--- config.mk ---
export PLATFORM = sky130hd
export DESIGN_NAME = dfl_flag_bank
export DESIGN_NICKNAME = d
export VERILOG_FILES = /design/src/dfl_pkg.sv /design/src/dfl_flag_bank.sv
export SDC_FILE = /design/constraint.sdc
export NUM_CORES = 1
export LEC_CHECK = 0
export BUFFER_PORTS_ARGS = -buffer_cell sky130_fd_sc_hd__buf_2
export CAP_MARGIN = 20
export CORE_ASPECT_RATIO = 1.1
export CORE_MARGIN = 2
export CORE_UTILIZATION = 47
export DETAILED_ROUTE_END_ITERATION = 8
export HOLD_SLACK_MARGIN = 0.08
export PLACE_DENSITY = 0.86
export SLEW_MARGIN = 20
export SYNTH_ARGS = -nofsm -noshare
export SYNTH_HDL_FRONTEND = slang
export SYNTH_SLANG_ARGS = --single-unit
--- constraint.sdc ---
create_clock -name mclk -period 1.95 [get_ports mclk]
set_clock_uncertainty 0.05 [all_clocks]
set_input_delay 0.195 -clock mclk [delete_from_list [all_inputs] [get_ports mclk]]
set_output_delay 0.195 -clock mclk [all_outputs]
set_load 0.01 [all_outputs]
--- src/dfl_pkg.sv ---
// ==========================================================================
// Flag bank constants
package dfl_pkg;

  // ========================================================================
  // Flag positions in the latched flag vector
  localparam int unsigned NUM_FLAGS         = 22;
  localparam int unsigned F_CANL_TO_BAT     = 0;
  localparam int unsigned F_CANL_TO_REG     = 1;
  localparam int unsigned F_CANL_TO_GND     = 2;
  localparam int unsigned F_CANH_TO_BAT     = 3;
  localparam int unsigned F_CANH_TO_REG     = 4;
  localparam int unsigned F_CANH_TO_GND     = 5;
  localparam int unsigned F_SW_THREE_SHORT  = 6;
  localparam int unsigned F_SW_TWO_SHORT    = 7;
  localparam int unsigned F_SPI_PARITY      = 8;
  localparam int unsigned F_CS_LONG         = 9;
  localparam int unsigned F_SUP2_UV         = 10;
  localparam int unsigned F_SUP1_OV         = 11;
  localparam int unsigned F_IO0_THERMAL     = 12;
  localparam int unsigned F_WD_HALF         = 13;
  localparam int unsigned F_WAKE_IO13       = 14;
  localparam int unsigned F_WAKE_IO02       = 15;
  localparam int unsigned F_WAKE_SPI        = 16;
  localparam int unsigned F_WAKE_FORCED     = 17;
  localparam int unsigned F_INT_TIMEOUT     = 18;
  localparam int unsigned F_LP_REG_OFF      = 19;
  localparam int unsigned F_RST_REQUEST     = 20;
  localparam int unsigned F_DEBUG_EXIT      = 21;

  // ========================================================================
  // Reset values
  localparam logic [NUM_FLAGS-1:0] FLAGS_RST = 22'h000000;

  // ========================================================================
  // Timing
  localparam int unsigned CLK_PERIOD_NS     = 10;
  localparam int unsigned CS_LOW_MAX_NS     = 2000000;  // 2.0 ms
  localparam int unsigned CS_LOW_CYCLES     = CS_LOW_MAX_NS / CLK_PERIOD_NS;
  localparam int unsigned CS_CNT_W          = 18;
  localparam int unsigned WD_W              = 16;

endpackage

--- src/dfl_flag_bank.sv ---
// Contract
// six latched bus wire short flags
// fault flag clears when recovered and read
// latch high side three/two short flags
// parity error flag, cleared by read
// chip select low over 2.0 ms flag
// supply two UV, supply one OV flags
// line zero switch thermal flag, recovered-and-read
// flash mode watchdog past half period flag
// two I/O wake source flags, read clears
// SPI wake from low power flag
// forced wake source flag, read clears
// interrupt service timeout flag, read clears
// low power regulator off selected flag
// SPI reset request cause flag
// hardware debug exit flag, read clears
// set coinciding with read wins
`timescale 1ns/1ps

module dfl_flag_bank #(
  parameter int unsigned CS_LOW_CYCLES  = dfl_pkg::CS_LOW_CYCLES,
  parameter int unsigned WD_W           = dfl_pkg::WD_W
) (
  input  wire logic                         mclk,
  input  wire logic                         rstn,
  input  wire logic                         canl_short_bat,
  input  wire logic                         canl_short_reg,
  input  wire logic                         canl_short_gnd,
  input  wire logic                         canh_short_bat,
  input  wire logic                         canh_short_reg,
  input  wire logic                         canh_short_gnd,
  input  wire logic                         high_side_three_short,
  input  wire logic                         high_side_two_short,
  input  wire logic                         spi_parity_fail,
  input  wire logic                         chip_select_bar,
  input  wire logic                         supply_two_under,
  input  wire logic                         supply_one_over,
  input  wire logic                         io0_switch_hot,
  input  wire logic                         flash_mode,
  input  wire logic [WD_W-1:0]              wd_elapsed,
  input  wire logic [WD_W-1:0]              wd_period,
  input  wire logic                         wake_io13,
  input  wire logic                         wake_io02,
  input  wire logic                         spi_wake_cmd,
  input  wire logic                         lp_reg_on_mode,
  input  wire logic                         forced_wake,
  input  wire logic                         int_service_expired,
  input  wire logic                         lp_reg_off_select,
  input  wire logic                         spi_reset_done,
  input  wire logic                         debug_mode,
  input  wire logic                         debug_entry_pin_low,
  input  wire logic [dfl_pkg::NUM_FLAGS-1:0] flag_read,
  output logic      [dfl_pkg::NUM_FLAGS-1:0] flags
);

  // ========================================================================
  // State
  typedef struct packed {
    logic [dfl_pkg::NUM_FLAGS-1:0] flags;
    logic [dfl_pkg::CS_CNT_W-1:0]  cs_cnt;
    logic                          wd_over;
  } dfl_state_t;

  // Limit is cut to the counter width; keep the parameter below 2**CS_CNT_W
  localparam logic [dfl_pkg::CS_CNT_W-1:0] CS_LIMIT =
    (dfl_pkg::CS_CNT_W)'(CS_LOW_CYCLES);
  localparam logic [dfl_pkg::CS_CNT_W-1:0] CS_ONE = 18'h00001;

  dfl_state_t st_reg;
  dfl_state_t st_next;
  logic [dfl_pkg::NUM_FLAGS-1:0] set_vec;
  logic                          wd_over_now;
  logic                          cs_expire;

  // Watchdog past half of its period, only meaningful in flash mode
  always_comb begin
    wd_over_now = flash_mode && (wd_elapsed > (wd_period >> 1));
  end

  // Last low count before the limit; shared by the timer and its check
  function automatic logic cs_at_last(input logic [dfl_pkg::CS_CNT_W-1:0] cnt);
    return cnt == (CS_LIMIT - CS_ONE);
  endfunction

  // Chip select low timeout fires once per low phase, as the count saturates
  always_comb begin
    cs_expire = !chip_select_bar && cs_at_last(st_reg.cs_cnt);
  end

  // ========================================================================
  // Set sources; fault flags are set while the fault stands
  always_comb begin
    set_vec                             = dfl_pkg::FLAGS_RST;
    set_vec[dfl_pkg::F_CANL_TO_BAT]     = canl_short_bat;
    set_vec[dfl_pkg::F_CANL_TO_REG]     = canl_short_reg;
    set_vec[dfl_pkg::F_CANL_TO_GND]     = canl_short_gnd;
    set_vec[dfl_pkg::F_CANH_TO_BAT]     = canh_short_bat;
    set_vec[dfl_pkg::F_CANH_TO_REG]     = canh_short_reg;
    set_vec[dfl_pkg::F_CANH_TO_GND]     = canh_short_gnd;
    set_vec[dfl_pkg::F_SW_THREE_SHORT]  = high_side_three_short;
    set_vec[dfl_pkg::F_SW_TWO_SHORT]    = high_side_two_short;
    set_vec[dfl_pkg::F_SPI_PARITY]      = spi_parity_fail;
    set_vec[dfl_pkg::F_CS_LONG]         = cs_expire;
    set_vec[dfl_pkg::F_SUP2_UV]         = supply_two_under;
    set_vec[dfl_pkg::F_SUP1_OV]         = supply_one_over;
    set_vec[dfl_pkg::F_IO0_THERMAL]     = io0_switch_hot;
    set_vec[dfl_pkg::F_WD_HALF]         = wd_over_now && !st_reg.wd_over;
    set_vec[dfl_pkg::F_WAKE_IO13]       = wake_io13;
    set_vec[dfl_pkg::F_WAKE_IO02]       = wake_io02;
    set_vec[dfl_pkg::F_WAKE_SPI]        = spi_wake_cmd && lp_reg_on_mode;
    set_vec[dfl_pkg::F_WAKE_FORCED]     = forced_wake;
    set_vec[dfl_pkg::F_INT_TIMEOUT]     = int_service_expired;
    set_vec[dfl_pkg::F_LP_REG_OFF]      = lp_reg_off_select;
    set_vec[dfl_pkg::F_RST_REQUEST]     = spi_reset_done;
    set_vec[dfl_pkg::F_DEBUG_EXIT]      = debug_mode && debug_entry_pin_low;
  end

  // ========================================================================
  // Next state
  // A read clears a flag, but a standing fault re-asserts it in the same
  // cycle, so fault flags need recovery plus a read without extra logic.
  always_comb begin
    st_next         = st_reg;
    st_next.flags   = set_vec | (st_reg.flags & ~flag_read);
    st_next.wd_over = wd_over_now;
    // Saturating low-time counter, restarts at every chip select release
    if (chip_select_bar) begin
      st_next.cs_cnt = '0;
    end else if (st_reg.cs_cnt != CS_LIMIT) begin
      st_next.cs_cnt = st_reg.cs_cnt + CS_ONE;
    end
  end

  // State register
  always_ff @(posedge mclk) begin
    if (!rstn) begin
      st_reg.flags   <= dfl_pkg::FLAGS_RST;
      st_reg.cs_cnt  <= '0;
      st_reg.wd_over <= 1'b0;
    end else begin
      st_reg <= st_next;
    end
  end

  // Flags leave straight from the state flops
  assign flags = st_reg.flags;

  // Low-time counter helper for the chip select check
  logic [dfl_pkg::CS_CNT_W-1:0] chk_cs_low;
  always_ff @(posedge mclk) begin
    if (!rstn || chip_select_bar) begin
      chk_cs_low <= '0;
    end else if (chk_cs_low != CS_LIMIT) begin
      chk_cs_low <= chk_cs_low + CS_ONE;
    end
  end
endmodule // dfl_flag_bank

==> results of run 1 <==
==> synthesized netlist by cell type (all sizes together) <==
master	count
and2b	1
or3b	1
o41ai	1
and4b	1
and3	1
nand3b	1
inv	19
a211o	1
or2	1
nand2b	3
a21boi	2
or2b	1
nand4b	1
xor2	8
and2	2
ha	17
o21ai	3
or3	3
clkbuf	4
nand4	8
nor2	16
xnor2	5
nor4bb	1
nor3	5
a21oi	9
dfxtp	41
o22ai	1
a2111oi	1
a21o	1
nor4	2
buf	23
o211ai	1
nand2	10
mux2i	1
nor2b	20
o21a	21
nand3	5
and4	2
==> per-stage QoR <==
stage / area [sq um] / hold slack, ps / cells
after floorplan: 2220 / 269 / 244
after global placement: 2600 / 352 / 374
after detailed placement: 2600 / 355 / 374
after CTS: 2870 / 96.6 / 400
after global routing: 2870 / 123 / 400
final: 2870 / 104 / 400
==> where the power goes <==
group	switching, W	total [W]	internal, W
sequential	0.0000139	0.000882	0.000868
clock	0.000294	0.000541	0.000247
combinational	0.000120	0.000283	0.000163
total	0.000428	0.00171	0.00128
==> metal layers <==
layer / wire, microns / track usage [%] / share of wire (%) / vias up
met5: 0 / 0 / 0 / -
met4: 80 / 7.06 / 1.6 / 0
met3: 318 / 4.50 / 6.5 / 9
met2: 2590 / 37.1 / 53 / 74
met1: 1930 / 21.1 / 39 / 857
li1: - / - / - / 1002
==> tightest hold or removal path, stage by stage <==
cell and delay, ps:
buf_2 90, nand2_1 50, a21boi_0 70
==> final cells by class <==
cell class	instances	area [sq um]
inverter	19	71.3
clock inverter	3	17.5
clock buffer	5	68.8
fill	358	1720
tap	56	70.1
timing repair buffer	119	688
sequential	41	821
multi-input combinational	157	1130
==> logic make-up after synthesis <==
| kind of cell | count (synthesis) |
|---|---|
| AO/OA/AOI/OAI | 41 |
| multiplexers | 1 |
| buffers and inverters | 46 |
| adder cells (fa/ha/maj) | 17 |
| AND/OR/NAND/NOR | 85 |
| XOR/XNOR | 13 |
| flip-flops | 41 |
==> worst paths after layout <==
path / startpoint / to / cells past startpoint
max: st_reg[4] / st_reg[14] / 4
min: lp_reg_on_mode / flags[16] / 3
max reg2reg: st_reg[4] / st_reg[14] / 4
min reg2reg: st_reg[0] / flags[13] / 1
==> summary.md, run 1 <==
| Metric | Value |
|---|---|
| Startpoint types | register |
| # hold bufs at CTS | 18 |
| Mean post-synth cell area | 9.09 sq um |
| Final WL | 4930 microns |
| Critical Path Sink Type | register |
| Cell taking the most area after synthesis | dfxtp_1 |
| Detailed-route via count | 1942 |
| Core Area | 4590 sq um |
| Synth unique cells | 41 |
| Cell Area, Synth | 2220 sq um |
| Main combinational cell family by area after synthesis | simple AND/OR/NAND/NOR gates |
| RSZ-0062 raised after global routing | no |
| Final Hold Vio Count | 0 |
| Hpwl dp | 3540 microns |
| First-pass GRT wire length | 8480 microns |
| Crit-path leading delay family | simple AND/OR/NAND/NOR gates |
| Max Slew Vio Count | 0 |
| Worst Setup Slack, final | 296 ps |
| Status | completed |
| Crit path buf inv count | 0 |
| Antenna violations before repair | 0 |
| Starting Density | 48.3% |
| MaxCap Viol Count | 0 |
| Ratio of total power to cell area | 594 nW/um^2 |
| Ant. Diodes | 0 |
| Routed len/inst | 12.3 microns |
| Most common cell after layout, fill and taps aside | buf_2 |
| Crit path cell chain | and4_1 -> nand4_4 -> or3_1 -> a21oi_1 |
| Pin count of the biggest net entering global routing | 21 |
| Synth Area in Simple Gates | 23.0% |
| Fmax | 605 MHz |
| Crit-path slowest cell | dfxtp_1 |
| Mux cell area share after synthesis | 0.451% |
| Die W | 69.5 microns |
| IO Port Bufs | 100 |
| Slew Limit Headroom | 55.4% |
| Die span in y | 76.0 microns |
| CP Data Arrival Time | 1820 ps |
| CP max stage delay | 420 ps |
| CP required | 2110 ps |
| Total CTS buffers | 5 |
| # nets final | 440 |
| DRC viols | 0 |
| Area share of the leading cell type in the synthesized netlist | 37.0% |
| CTS Sinks | 41 |
| Layout Area Growth over Synthesis | 29.5% |
| Hold WC Path Type | in -> reg |
| Post-CTS setup buffers | 0 |
| Root Buffer | clkbuf_8 |
| Final Setup Violations | 0 |
| CP max FO | 6 |
| Max Root-Sink Buffers | 2 |
| Mapped Cells | 244 |
| Tcrit/Tclk final | 84.8% |
| Ports | 102 |
| Vias per cell | 4.86 |
| Cts repair resizes | 0 |
| Post-Synth Adder-Cell Area | 9.59% |
| Number of flip-flops in the largest register | 22 |
| Worst setup path category | reg -> reg |
| Min Clock Period, post-route | 1650 ps |
| Detail Route Antenna Nets | 0 |
| Worst skew pair latency | 290 ps |
| Compound-cell area share of the yosys netlist | 13.0% |
| Most frequent cells in the layout | buf_2, dfxtp_1, o21a_1 |
| CTS tree | built |
| Sequential area share after synthesis | 37.0% |
| Clk slew on worst S/H paths | 80 ps |
| Setup WS pre-CTS | 140 ps |
| Synth Register Bits | 41 |
| Vias in the first global route | 1978 |
| Synth Area in XOR/XNOR | 5.14% |
| Final Total Pwr | 0.00171 W |
| Util after Layout | 62.6% |
| Warnings from Yosys | 0 |
| Setup TNS | 0 ps |
| Leakage | 1.37 nW |
| Num rows | 26 |
| Die footprint | 5280 sq um |
| GP Congestion | 0.898 |
| GRT overflow | 0 |
| R2r setup slk | 300 ps |
| H-tree Lvls | 2 |
| Ratio of cells with drive above 1 in the final layout | 33.4% |
| Slew @ Worst Pin | 669 ps |
| Max IR drop VDD | 0.590 mV |
| Router iterations before antenna repair | 4 |
| Initial drt markers | 36 |
| Synth top area cells | dfxtp_1, ha_1, buf_4 |
| Global-route usage over all layers | 19.7% |
| Synthesized Nets | 341 |
Power figures use the tool's default switching activity.
==> inputs of run 2 (changes only) <==
Clock period 1.95 ns to 1.6 ns, I/O delays scaled along.
==> run 2 against run 1 <==
- sequential power rose by 22%
- worst hold slack got worse by 14 ps
- core utilization rose by 1.5 points
- clock power rose by 26%
- final cell count rose by 1.8%
- worst setup slack got worse by 190 ps
- critical path depth did not move
- largest power group unchanged
- die area did not move
- final area rose by 2.4%
- sequential share of layout area fell by 0.68 points
- non-clock buffer count rose by 8
- register-to-register slack got worse by 190 ps
==> summary.md, run 2 (synthesis gave the netlist of run 1 again) <==
| Metric | Value |
|---|---|
| Final Setup Violations | 0 |
| Antenna violations before repair | 0 |
| Max Slew Vio Count | 0 |
| CTS Sinks | 41 |
| Capturing point of the worst reg2reg path | st_reg[17] |
| DRC viols | 0 |
| Critical Path Sink Type | register |
| Final Hold Vio Count | 0 |
| Num rows | 26 |
| Die footprint | 5280 sq um |
| Util after Layout | 64.1% |
| Layout Area Growth over Synthesis | 32.6% |
| Detail Route Antenna Nets | 0 |
| GRT overflow | 0 |
| Hold WC Path Type | in -> reg |
| Met3 global-route usage | 4.89% |
| Startpoint types | register |
| Min Clock Period, post-route | 1490 ps |
| IO Port Bufs | 100 |
| Detailed-route via count | 1981 |
| Die span in y | 76.0 microns |
| M2 GR Usage | 35.3% |
| GP Congestion | 0.846 |
| Met1 usage | 21.7% |
| MaxCap Viol Count | 0 |
| Ratio of total power to cell area | 719 nW/um^2 |
| Pin count of the biggest net entering global routing | 23 |
| Final Total Pwr | 0.00211 W |
| Total CTS buffers | 5 |
| Vias per cell | 4.87 |
| Leakage | 1.41 nW |
| Hold Path End | flags[16] |
| Post-CTS setup buffers | 0 |
| Final WL | 4900 microns |
| Root Buffer | clkbuf_8 |
| Die W | 69.5 microns |
| Slew Limit Headroom | 76.6% |
| Ports | 102 |
| Critical R2R Launch | st_reg[3] |
| Starting Density | 48.3% |
| Worst skew pair latency | 290 ps |
| Post-Place Cells | 382 |
| Routed len/inst | 12.0 microns |
| Most crowded layer after global routing | met2 |
| Router iterations before antenna repair | 4 |
| Status | completed |
| Worst Setup Slack, final | 110 ps |
| Max IR drop VDD | 0.713 mV |
| Max Root-Sink Buffers | 2 |
| Global-route usage over all layers | 19.7% |
| Setup WS pre-CTS | -158 ps |
| Tcrit/Tclk final | 93.1% |
| R2r setup slk | 110 ps |
| Worst hold start | lp_reg_on_mode |
| Hpwl dp | 3580 microns |
| Ant. Diodes | 0 |
| First-pass GRT wire length | 8510 microns |
| Non-filler cells, final | 407 |
| Most common cell after layout, fill and taps aside | buf_2 |
| CTS tree | built |
| Most frequent cells in the layout | buf_2, dfxtp_1, o21a_1 |
| # nets final | 448 |
| Worst setup path category | reg -> reg |
| CP required | 1780 ps |
| Fmax | 671 MHz |
| R2R depth | 4 |
| Core Area | 4590 sq um |
| CP max FO | 7 |
| Ratio of cells with drive above 1 in the final layout | 35.3% |
| Initial drt markers | 42 |
| Vias in the first global route | 1978 |
| Clk slew on worst S/H paths | 80 ps |
| CP Data Arrival Time | 1670 ps |
| Setup TNS | 0 ps |
| Hold path cells | 3 |
| H-tree Lvls | 2 |
| Slew @ Worst Pin | 350 ps |
| Number of flip-flops in the largest register | 22 |
[run 2: changes by cell type in the layout (fill, tap and decap cells not counted)]
cell	previous run	this run
and4_4	1	2
clkbuf_8	5	6
a2111oi_0	1	0
and4_1	1	0
clkinv_2	2	0
nor2_1	16	15
buf_4	1	9
nor2_2	0	1
a2111oi_1	0	1
[run 2: layout make-up]
class | instances | area, sq um
Fill cell | 375 | 1650
Tap cell | 56 | 70.1
Multi-Input combinational cell | 157 | 1140
Clock buffer | 6 | 82.6
Sequential cell | 41 | 821
Clock inverter | 1 | 7.51
Timing Repair Buffer | 127 | 748
Inverter | 19 | 71.3
[run 2: layer usage]
| metal | routed length, microns | part of all wire (%) |
|---|---|---|
| met5 | 0 | 0 |
| met4 | 116 | 2.4 |
| met3 | 321 | 6.5 |
| met2 | 2450 | 50 |
| met1 | 2010 | 41 |
[run 2: worst max-delay path, stage by stage, from the launching register on]
cell	delay, ps
dfxtp_1	430
and4_4	310
nand4_4	120
or3_1	370
a21oi_1	140
[run 2: power breakdown]
group	switching [W]	leakage (nW)	total (W)	internal, W
combinational	0.000149	1.03	0.000356	0.000207
clock	0.000342	0.0433	0.000683	0.000341
sequential	0.0000173	0.337	0.00108	0.00106
total	0.000509	1.41	0.00211	0.00161
[run 2: what timing repair did]
item | CTS | global route
hold buffers | 18 | 0
resized for setup | 1 | 3
hold endpoints to repair | 18 | 0
endpoints found under the setup margin | 3 | 7
pin swaps | 0 | 0
[run 2: worst max path at each step]
stage / startpoint / to / slack [ps] / cells past startpoint
floorplan: wd_period[2] / flags[13] / 80 / 7
global placement: wd_elapsed[1] / flags[13] / -120 / 7
finish: st_reg[3] / st_reg[17] / 110 / 4
CTS: st_reg[3] / st_reg[17] / 60 / 4
detailed placement: wd_elapsed[1] / flags[13] / -160 / 7
global route: st_reg[5] / st_reg[2] / -4 / 6
[run 2: stage by stage]
stage | instance area [sq um] | hold slack [ps]
after floorplan | 2220 | 234
after global placement | 2660 | 317
after detailed placement | 2660 | 322
after CTS | 2940 | 86.8
after global routing | 2940 | 94.5
final | 2940 | 89.1
